**config.mk**
```make
export PLATFORM = sky130hd
export DESIGN_NAME = aasc_host_flat
export DESIGN_NICKNAME = d
export VERILOG_FILES = /design/src/aasc_pkg.sv /design/src/aasc_link_if.sv /design/src/aasc_fifo.sv /design/src/aasc_host.sv /design/src/flat_wrapper.sv
export VERILOG_INCLUDE_DIRS = /design/src /design/src/src
export SDC_FILE = /design/constraint.sdc
export NUM_CORES = 1
export LEC_CHECK = 0
export BUFFER_PORTS_ARGS = -buffer_cell sky130_fd_sc_hd__buf_2
export CORE_MARGIN = 3
export CORE_UTILIZATION = 45
export DETAILED_ROUTE_END_ITERATION = 8
export PLACE_DENSITY_LB_ADDON = 0.05
export SLEW_MARGIN = 20
export SYNTH_ARGS = -nofsm -noshare
export SYNTH_HDL_FRONTEND = slang
export SYNTH_SLANG_ARGS = --single-unit
```
**constraint.sdc**
```tcl
create_clock -name clk_in -period 5.1 [get_ports clk_in]
set_input_delay 0.51 -clock clk_in [delete_from_list [all_inputs] [get_ports clk_in]]
set_output_delay 0.51 -clock clk_in [all_outputs]
set_load 0.02 [all_outputs]
```
**src/aasc_cfg.svh**
```systemverilog
/*
  timing, command and size constants for the auto-sample capture link.
  assumes a 200 MHz system clock on the host end.
*/
`ifndef AASC_CFG_SVH
`define AASC_CFG_SVH

// ----------------------------------------
// link timing
// ----------------------------------------
`define AASC_CORE_HALF_DIV    3
`define AASC_SCLK_DIV         3
`define AASC_SCLK_MHZ_X10     375
`define AASC_WORD_BITS        16
`define AASC_DATA_DELAY       1

// ----------------------------------------
// converter
// ----------------------------------------
`define AASC_CMD_READ_DATA    16'hD000
`define AASC_CONV_CYCLES      8

// ----------------------------------------
// capture
// ----------------------------------------
`define AASC_BLOCK_WORDS      65536
`define AASC_FIFO_DEPTH       16

`endif

```
**src/aasc_pkg.sv**
```systemverilog
/*
  types used by the host end of the capture link.
  assumes aasc_cfg.svh constants.
*/
package aasc_pkg;
    typedef enum logic [1:0] {AASC_IDLE, AASC_SHIFT, AASC_DONE} aasc_link_state_t;
    typedef enum logic [1:0] {AASC_FILL, AASC_SCRATCH, AASC_IRQ} aasc_cap_state_t;
endpackage : aasc_pkg

```
**src/aasc_link_if.sv**
```systemverilog
/*
  serial link between the converter end and the host end.
  assumes the host drives the serial clock and frame.
*/
`timescale 1ns/1ps
`default_nettype none
interface aasc_link_if;
    logic host_tx_clock;
    logic frame_n;
    logic host_sdi;
    logic adc_sdo;
    logic eoc;
    modport device (input host_tx_clock, input frame_n, input host_sdi,
                    output adc_sdo, output eoc);
    modport host (output host_tx_clock, output frame_n, output host_sdi,
                  input adc_sdo, input eoc);
endinterface : aasc_link_if
`default_nettype wire

```
**src/aasc_fifo.sv**
```systemverilog
/*
  parameterised valid/ready fifo used in the host sample path.
  assumes a single clock.
*/
`timescale 1ns/1ps
`default_nettype none
module aasc_fifo
    import aasc_pkg::*;
#(
    parameter int WIDTH = 16,
    parameter int DEPTH = 16
)(
    input  wire logic             clk_in,
    input  wire logic             reset_in,
    input  wire logic             in_valid_in,
    output logic                  in_ready_out,
    input  wire logic [WIDTH-1:0] in_data_in,
    output logic                  out_valid_out,
    input  wire logic             out_ready_in,
    output logic      [WIDTH-1:0] out_data_out
);
    localparam int AW = $clog2(DEPTH);
    logic [WIDTH-1:0] mem [DEPTH];
    logic [AW:0]      wr_reg;
    logic [AW:0]      rd_reg;
    wire              full_w  = (wr_reg[AW] != rd_reg[AW]) && (wr_reg[AW-1:0] == rd_reg[AW-1:0]);
    wire              empty_w = (wr_reg == rd_reg);
    wire              push_w  = in_valid_in && !full_w;
    wire              pop_w   = out_ready_in && !empty_w;

    assign in_ready_out  = !full_w;
    assign out_valid_out = !empty_w;
    assign out_data_out  = mem[rd_reg[AW-1:0]];

    always_ff @(posedge clk_in)
    begin
        if (push_w)
        begin
            mem[wr_reg[AW-1:0]] <= in_data_in;
        end
    end

    always_ff @(posedge clk_in)
    begin
        if (reset_in)
        begin
            wr_reg <= '0;
            rd_reg <= '0;
        end
        else
        begin
            wr_reg <= wr_reg + (AW+1)'(push_w);
            rd_reg <= rd_reg + (AW+1)'(pop_w);
        end
    end
endmodule : aasc_fifo
`default_nettype wire

```
**src/aasc_host.sv**
```systemverilog
/*
  host end: serial port, command fetch on eoc fall, sample store,
  scratch after full block, completion interrupt and restart.
  assumes the converter end on the link interface.
*/
`timescale 1ns/1ps
`default_nettype none
`include "aasc_cfg.svh"
// Function
// converter converts on its internal clock
// converter self-triggers and alternates channels
// eoc high, falls when result ready
// eoc fall sends read command to transmit (code skips it while the fifo is full)
// no power-down, no channel tag bit
// serial clock is half core over three
// clock-stop mode, 16-bit words only
// host drives serial clock from divider
// outgoing data delayed one clock
// receive sampled on the driven clock
// each command write starts one frame
// each received word stored until block full
// after full, words go to scratch
// completion raises interrupt
// service resets and restarts acquisition
// each frame returns latest result
module aasc_host
    import aasc_pkg::*;
#(
    parameter int BLOCK_WORDS = `AASC_BLOCK_WORDS,
    parameter int FIFO_DEPTH  = `AASC_FIFO_DEPTH
)(
    input  wire logic   clk_in,
    input  wire logic   reset_in,
    aasc_link_if.host   link,
    output logic        mem_we_out,
    output logic [15:0] mem_addr_out,
    output logic [15:0] mem_data_out,
    input  wire logic   mem_ready_in,
    output logic [15:0] scratch_out,
    output logic        irq_out,
    input  wire logic   irq_service_in
);
    localparam int DIV = `AASC_CORE_HALF_DIV * 2;
    localparam int HALF = DIV / 2;

    // ----------------------------------------
    // eoc synchroniser
    // ----------------------------------------
    logic eoc_s1_reg;
    logic eoc_s2_reg;
    logic eoc_s3_reg;
    wire  eoc_fall_w = eoc_s3_reg && !eoc_s2_reg;

    always_ff @(posedge clk_in)
    begin
        if (reset_in)
        begin
            eoc_s1_reg <= 1'b1;
            eoc_s2_reg <= 1'b1;
            eoc_s3_reg <= 1'b1;
        end
        else
        begin
            eoc_s1_reg <= link.eoc;
            eoc_s2_reg <= eoc_s1_reg;
            eoc_s3_reg <= eoc_s2_reg;
        end
    end

    // ----------------------------------------
    // command fetch and serial port
    // ----------------------------------------
    aasc_link_state_t state_reg;
    logic [15:0] tx_data_reg;
    logic        tx_pending_reg;
    logic [15:0] shift_tx_reg;
    logic [15:0] shift_rx_reg;
    logic [4:0]  bit_reg;
    logic [2:0]  div_reg;
    logic        sclk_reg;
    logic        frame_n_reg;
    logic        sdi_reg;
    logic        rx_valid_reg;
    logic [15:0] rx_data_reg;
    logic        run_reg;
    wire         rise_w = (div_reg == 3'(HALF - 1)) && !sclk_reg;
    wire         fall_w = (div_reg == 3'(HALF - 1)) && sclk_reg;

    assign link.host_tx_clock = sclk_reg;
    assign link.frame_n       = frame_n_reg;
    assign link.host_sdi      = sdi_reg;

    always_ff @(posedge clk_in)
    begin
        if (reset_in)
        begin
            state_reg      <= AASC_IDLE;
            tx_data_reg    <= 16'h0000;
            tx_pending_reg <= 1'b0;
            shift_tx_reg   <= 16'h0000;
            shift_rx_reg   <= 16'h0000;
            bit_reg        <= 5'h00;
            div_reg        <= 3'h0;
            sclk_reg       <= 1'b0;
            frame_n_reg    <= 1'b1;
            sdi_reg        <= 1'b0;
            rx_valid_reg   <= 1'b0;
            rx_data_reg    <= 16'h0000;
        end
        else
        begin
            rx_valid_reg <= 1'b0;
            if (eoc_fall_w && run_reg)
            begin
                tx_data_reg    <= `AASC_CMD_READ_DATA;
                tx_pending_reg <= 1'b1;
            end
            case (state_reg)
                AASC_IDLE:
                begin
                    sclk_reg <= 1'b0;
                    div_reg  <= 3'h0;
                    if (tx_pending_reg && !(eoc_fall_w && run_reg))
                    begin
                        tx_pending_reg <= 1'b0;
                        shift_tx_reg   <= tx_data_reg;
                        frame_n_reg    <= 1'b0;
                        bit_reg        <= 5'h00;
                        state_reg      <= AASC_SHIFT;
                    end
                end
                AASC_SHIFT:
                begin
                    div_reg <= (div_reg == 3'(HALF - 1)) ? 3'h0 : div_reg + 3'h1;
                    if (rise_w)
                    begin
                        sclk_reg     <= 1'b1;
                        shift_rx_reg <= {shift_rx_reg[14:0], link.adc_sdo};
                        bit_reg      <= bit_reg + 5'h01;
                    end
                    else if (fall_w)
                    begin
                        sclk_reg     <= 1'b0;
                        sdi_reg      <= shift_tx_reg[15];
                        shift_tx_reg <= {shift_tx_reg[14:0], 1'b0};
                        if (bit_reg == 5'(`AASC_WORD_BITS + `AASC_DATA_DELAY))
                        begin
                            state_reg <= AASC_DONE;
                        end
                    end
                end
                AASC_DONE:
                begin
                    frame_n_reg  <= 1'b1;
                    sdi_reg      <= 1'b0;
                    rx_data_reg  <= shift_rx_reg;
                    rx_valid_reg <= 1'b1;
                    state_reg    <= AASC_IDLE;
                end
                default:
                begin
                    state_reg <= AASC_IDLE;
                end
            endcase
        end
    end

    // ----------------------------------------
    // receive buffer and block store
    // ----------------------------------------
    logic        f_valid_w;
    logic [15:0] f_data_w;
    logic        f_in_ready_w;
    aasc_cap_state_t cap_reg;
    logic [16:0] count_reg;
    wire         take_w = f_valid_w && (cap_reg != AASC_FILL || mem_ready_in);

    aasc_fifo #(.WIDTH(16), .DEPTH(FIFO_DEPTH)) u_fifo (
        .clk_in        (clk_in),
        .reset_in      (reset_in || (cap_reg == AASC_IRQ && irq_service_in)),
        .in_valid_in   (rx_valid_reg),
        .in_ready_out  (f_in_ready_w),
        .in_data_in    (rx_data_reg),
        .out_valid_out (f_valid_w),
        .out_ready_in  (cap_reg != AASC_FILL || mem_ready_in),
        .out_data_out  (f_data_w)
    );

    assign run_reg    = f_in_ready_w;
    assign mem_we_out = f_valid_w && cap_reg == AASC_FILL;
    assign mem_addr_out = count_reg[15:0];
    assign mem_data_out = f_data_w;
    assign irq_out      = (cap_reg == AASC_IRQ);

    always_ff @(posedge clk_in)
    begin
        if (reset_in)
        begin
            cap_reg     <= AASC_FILL;
            count_reg   <= 17'h00000;
            scratch_out <= 16'h0000;
        end
        else
        begin
            case (cap_reg)
                AASC_FILL:
                begin
                    if (take_w)
                    begin
                        count_reg <= count_reg + 17'h00001;
                        if (count_reg == 17'(BLOCK_WORDS - 1))
                        begin
                            cap_reg <= AASC_IRQ;
                        end
                    end
                end
                AASC_IRQ, AASC_SCRATCH:
                begin
                    if (take_w)
                    begin
                        scratch_out <= f_data_w;
                    end
                    if (cap_reg == AASC_IRQ && irq_service_in)
                    begin
                        count_reg <= 17'h00000;
                        cap_reg   <= AASC_FILL;
                    end
                end
                default:
                begin
                    cap_reg <= AASC_FILL;
                end
            endcase
        end
    end
endmodule : aasc_host
`default_nettype wire

```
**src/flat_wrapper.sv**
```systemverilog
// flat-port wrapper written by rule: the top's interface ports become plain ports
module aasc_host_flat import aasc_pkg::*;
#(
    parameter int BLOCK_WORDS = `AASC_BLOCK_WORDS,
    parameter int FIFO_DEPTH  = `AASC_FIFO_DEPTH
)
  (clk_in, reset_in, mem_we_out, mem_addr_out, mem_data_out, mem_ready_in, scratch_out, irq_out, irq_service_in, link_host_tx_clock, link_frame_n, link_host_sdi, link_adc_sdo, link_eoc);
  aasc_link_if link_i ();
  input  wire logic clk_in;
  input  wire logic reset_in;
  output logic mem_we_out;
  output logic [15:0] mem_addr_out;
  output logic [15:0] mem_data_out;
  input  wire logic mem_ready_in;
  output logic [15:0] scratch_out;
  output logic irq_out;
  input  wire logic irq_service_in;
  output wire logic [$bits(link_i.host_tx_clock)-1:0] link_host_tx_clock;
  output wire logic [$bits(link_i.frame_n)-1:0] link_frame_n;
  output wire logic [$bits(link_i.host_sdi)-1:0] link_host_sdi;
  input wire logic [$bits(link_i.adc_sdo)-1:0] link_adc_sdo;
  input wire logic [$bits(link_i.eoc)-1:0] link_eoc;
  assign link_host_tx_clock = link_i.host_tx_clock;
  assign link_frame_n = link_i.frame_n;
  assign link_host_sdi = link_i.host_sdi;
  assign link_i.adc_sdo = link_adc_sdo;
  assign link_i.eoc = link_eoc;
  aasc_host #(.BLOCK_WORDS(BLOCK_WORDS), .FIFO_DEPTH(FIFO_DEPTH)) u_core (.clk_in(clk_in), .reset_in(reset_in), .link(link_i), .mem_we_out(mem_we_out), .mem_addr_out(mem_addr_out), .mem_data_out(mem_data_out), .mem_ready_in(mem_ready_in), .scratch_out(scratch_out), .irq_out(irq_out), .irq_service_in(irq_service_in));
endmodule
```
==> flow_summary.ini <==
[floorplan]
coreArea_sq_um = 29900
die_x_um = 181
rows = 63
dieHeight_um = 181
ios = 59
die_area_sq_um = 32700
initial_utilization = 0.461

[pwr]
p_leak_nw = 4.67
power_density_nw_per_um2 = 373
irDropWorstVdd_uv = 227

[sta]
tns_ns = 0
timing_hold_violations_final = 0
tightest_slew_ns = 1.10
setup_viol = 0
finClkSkew_ns = 0.0286
timing.hold.ws_ns = 0.179
max_slew_margin = 0.268
min_period_ns = 3.87
post-route-period-util = 0.760
slew_violations = 0
max_freq_ghz = 0.258
rsz0062_at_grt = no

[layout]
finish.utilization = 0.522
nets = 924
diodes = 0
largest_reg_flops = 256
drive_gt1_frac = 0.240
fillers = 2416
area_growth_pct = 13.3

[clock_tree]
ctsResizeCount = 0
h-tree-depth = 2
cts_buffer_depth = 3
cts_buffers = 38
cts.sinks = 355
clock_latency_ns = 0.53
cts_setup_buffers = 0
hold_buffers = 0
root_buffer = clkbuf_16
clkTransAtPathRegs_ns = 0.06
cts_tree = done

[synthesis]
synth_top_area_share = 0.558
avgSynthCellArea_sq_um = 16.2
synth_top_family_by_area = multiplexers
ys_ff_latch = 355
synth_edf_count = 256
synthTopCellsByArea = edfxtp_1 (56%), dfxtp_1 (14%), mux4_2 (10%)
synth_compound_area_frac = 0.0712
syn_area_sq_um = 13800
postSynth.asyncResetShare = 0
ys_warn_count = 0
seq_area_frac_synth = 0.702
yosysMostFrequentCell = edfxtp_1
synthCells = 852
synth_fa_ha_area_frac = 0.00636
synthFlopType = edfxtp_1
synth_common_cells = edfxtp_1 (256), dfxtp_1 (99), mux4_2 (64)
syn-num-nets = 865
synth_simple_gate_area_share = 0.0724
yosysTopAreaCell = edfxtp_1
synth_cell_types = 61
synthMuxAreaShare = 0.108
synth_xor_area_frac = 0.0109

[setup_path]
crit_type = flip-flop to primary output
critPathSlowestCell = nand2b_1
crit_chain = buf_4 > nand2b_1 > o22ai_1 > nor2_1 > buf_2
worstSetupStartpointType = flip-flop
cpPeakStageDelay_ns = 0.86
worstPathArrival_ns = 3.36
cp_data_required_time_ns = 4.59
cp-end-kind = primary output
cp_max_fo = 27

[detailed_routing]
wl_per_cell_um = 23.6
ant_nets = 0
wirelength_um = 31300
drt_iter0_drc = 479
drc_errors = 0
drt_pass1_iterations = 4
vias_per_cell = 5.75
vias = 7634

[global_route]
track_usage = 0.193
grt_pass1_wl_um = 48200
grt_pass1_vias = 7936
overflow = 0
antenna_found_initial = 0
grt_max_degree = 60

[run_status]
status = completed

[placed_design]
io_buffers = 58
place_congestion = 0.794
dpl.hpwl_um = 19200

[job]
maxCapViolCount = 0

[worst_hold_path]
hp-class = primary input to flip-flop
cells by family after synthesis:
| group | Yosys count |
|---|---|
| simple gates | 198 |
| flops | 355 |
| compound gates | 142 |
| buf+inv | 66 |
| mux | 69 |
| fa+ha+maj | 7 |
| xor+xnor | 15 |
report_power, final:
| part | switching, mW | total [mW] | internal, mW |
|---|---|---|---|
| clock | 1.06 | 2.73 | 1.67 |
| sequential | 0.00205 | 3.06 | 3.05 |
| combinational | 0.0246 | 0.0341 | 0.00951 |
| total | 1.09 | 5.83 | 4.74 |
per-layer routing:
metal | track usage | wire, um | share of wire
met4 | 0.0448 | 557 | 0.018
met2 | 0.324 | 15700 | 0.50
met3 | 0.0354 | 1490 | 0.048
met1 | 0.264 | 13600 | 0.43
met5 | 0 | 0 | 0
path summary, 6_finish.rpt:
| path | slack, ns | end | startpoint | cells after the start |
|---|---|---|---|---|
| worst min-delay path | 0.18 | u_core.link.host_tx_clock | reset_in | 2 |
| worst min register to register | 0.40 | u_core.eoc_s2_reg | u_core.eoc_s1_reg | 1 |
| worst max-delay path | 1.23 | mem_data_out[0] | u_core.u_fifo.rd_reg[2] | 5 |
| worst max register to register | 1.95 | u_core.u_fifo.mem[8][2] | u_core.u_fifo.rd_reg[0] | 6 |
critical path: cells and delay by family, from the launching register on:
kind | cells | cell delay, ns
flops | 1 | 0.68
compound gates | 1 | 0.16
simple gates | 2 | 1.26
buf+inv | 2 | 0.73
layout by cell type (no fill, tap or decap), types with 5 or more instances in the layout:
cell       Yosys  routed
a21oi_1       40      40
bufinv_16      0       5
xnor2_1       10      10
o21ai_0       10      10
a22o_1        32      32
clkinv_2       0       5
dfxtp_1       99      98
mux2i_1        5       5
clkbuf_16      0      39
and3_1         7       7
ha_1           7       7
clkbuf_1      21       9
nor2_1        49      48
clkinv_1       0       6
nand3_1       15      15
edfxtp_1     256     256
nand2_1       58      58
o22ai_1       32      32
nor3_1         9       6
nand2b_1      10      10
or2_2          9       9
buf_2         12      58
mux4_2        64      64
nand4_1        9       9
buf_4         20      23
layout make-up:
type | count | area, sq um | area share
inverters | 4 | 15.0 | 0.000963
clock buffers | 50 | 1030 | 0.0661
repair buffers | 81 | 463 | 0.0297
flip-flops and latches | 355 | 9670 | 0.620
multi-input cells | 431 | 3720 | 0.239
clock inverters | 17 | 206 | 0.0132
well taps | 390 | 488 | 0.0313
stage by stage:
step | cells | power, mW | cell area, sq um | setup slack, ns
3_3_place_gp | 1261 | 3.15 | 14400 | 1.76
3_5_place_dp | 1261 | 3.15 | 14400 | 1.75
6_report | 1328 | 5.83 | 15600 | 1.23
2_1_floorplan | 852 | 3.14 | 13800 | 2.33
5_1_grt | 1328 | 6.02 | 15600 | 1.02
4_1_cts | 1328 | 5.89 | 15600 | 1.19
Note: power is estimated with default switching activity, not from simulation.
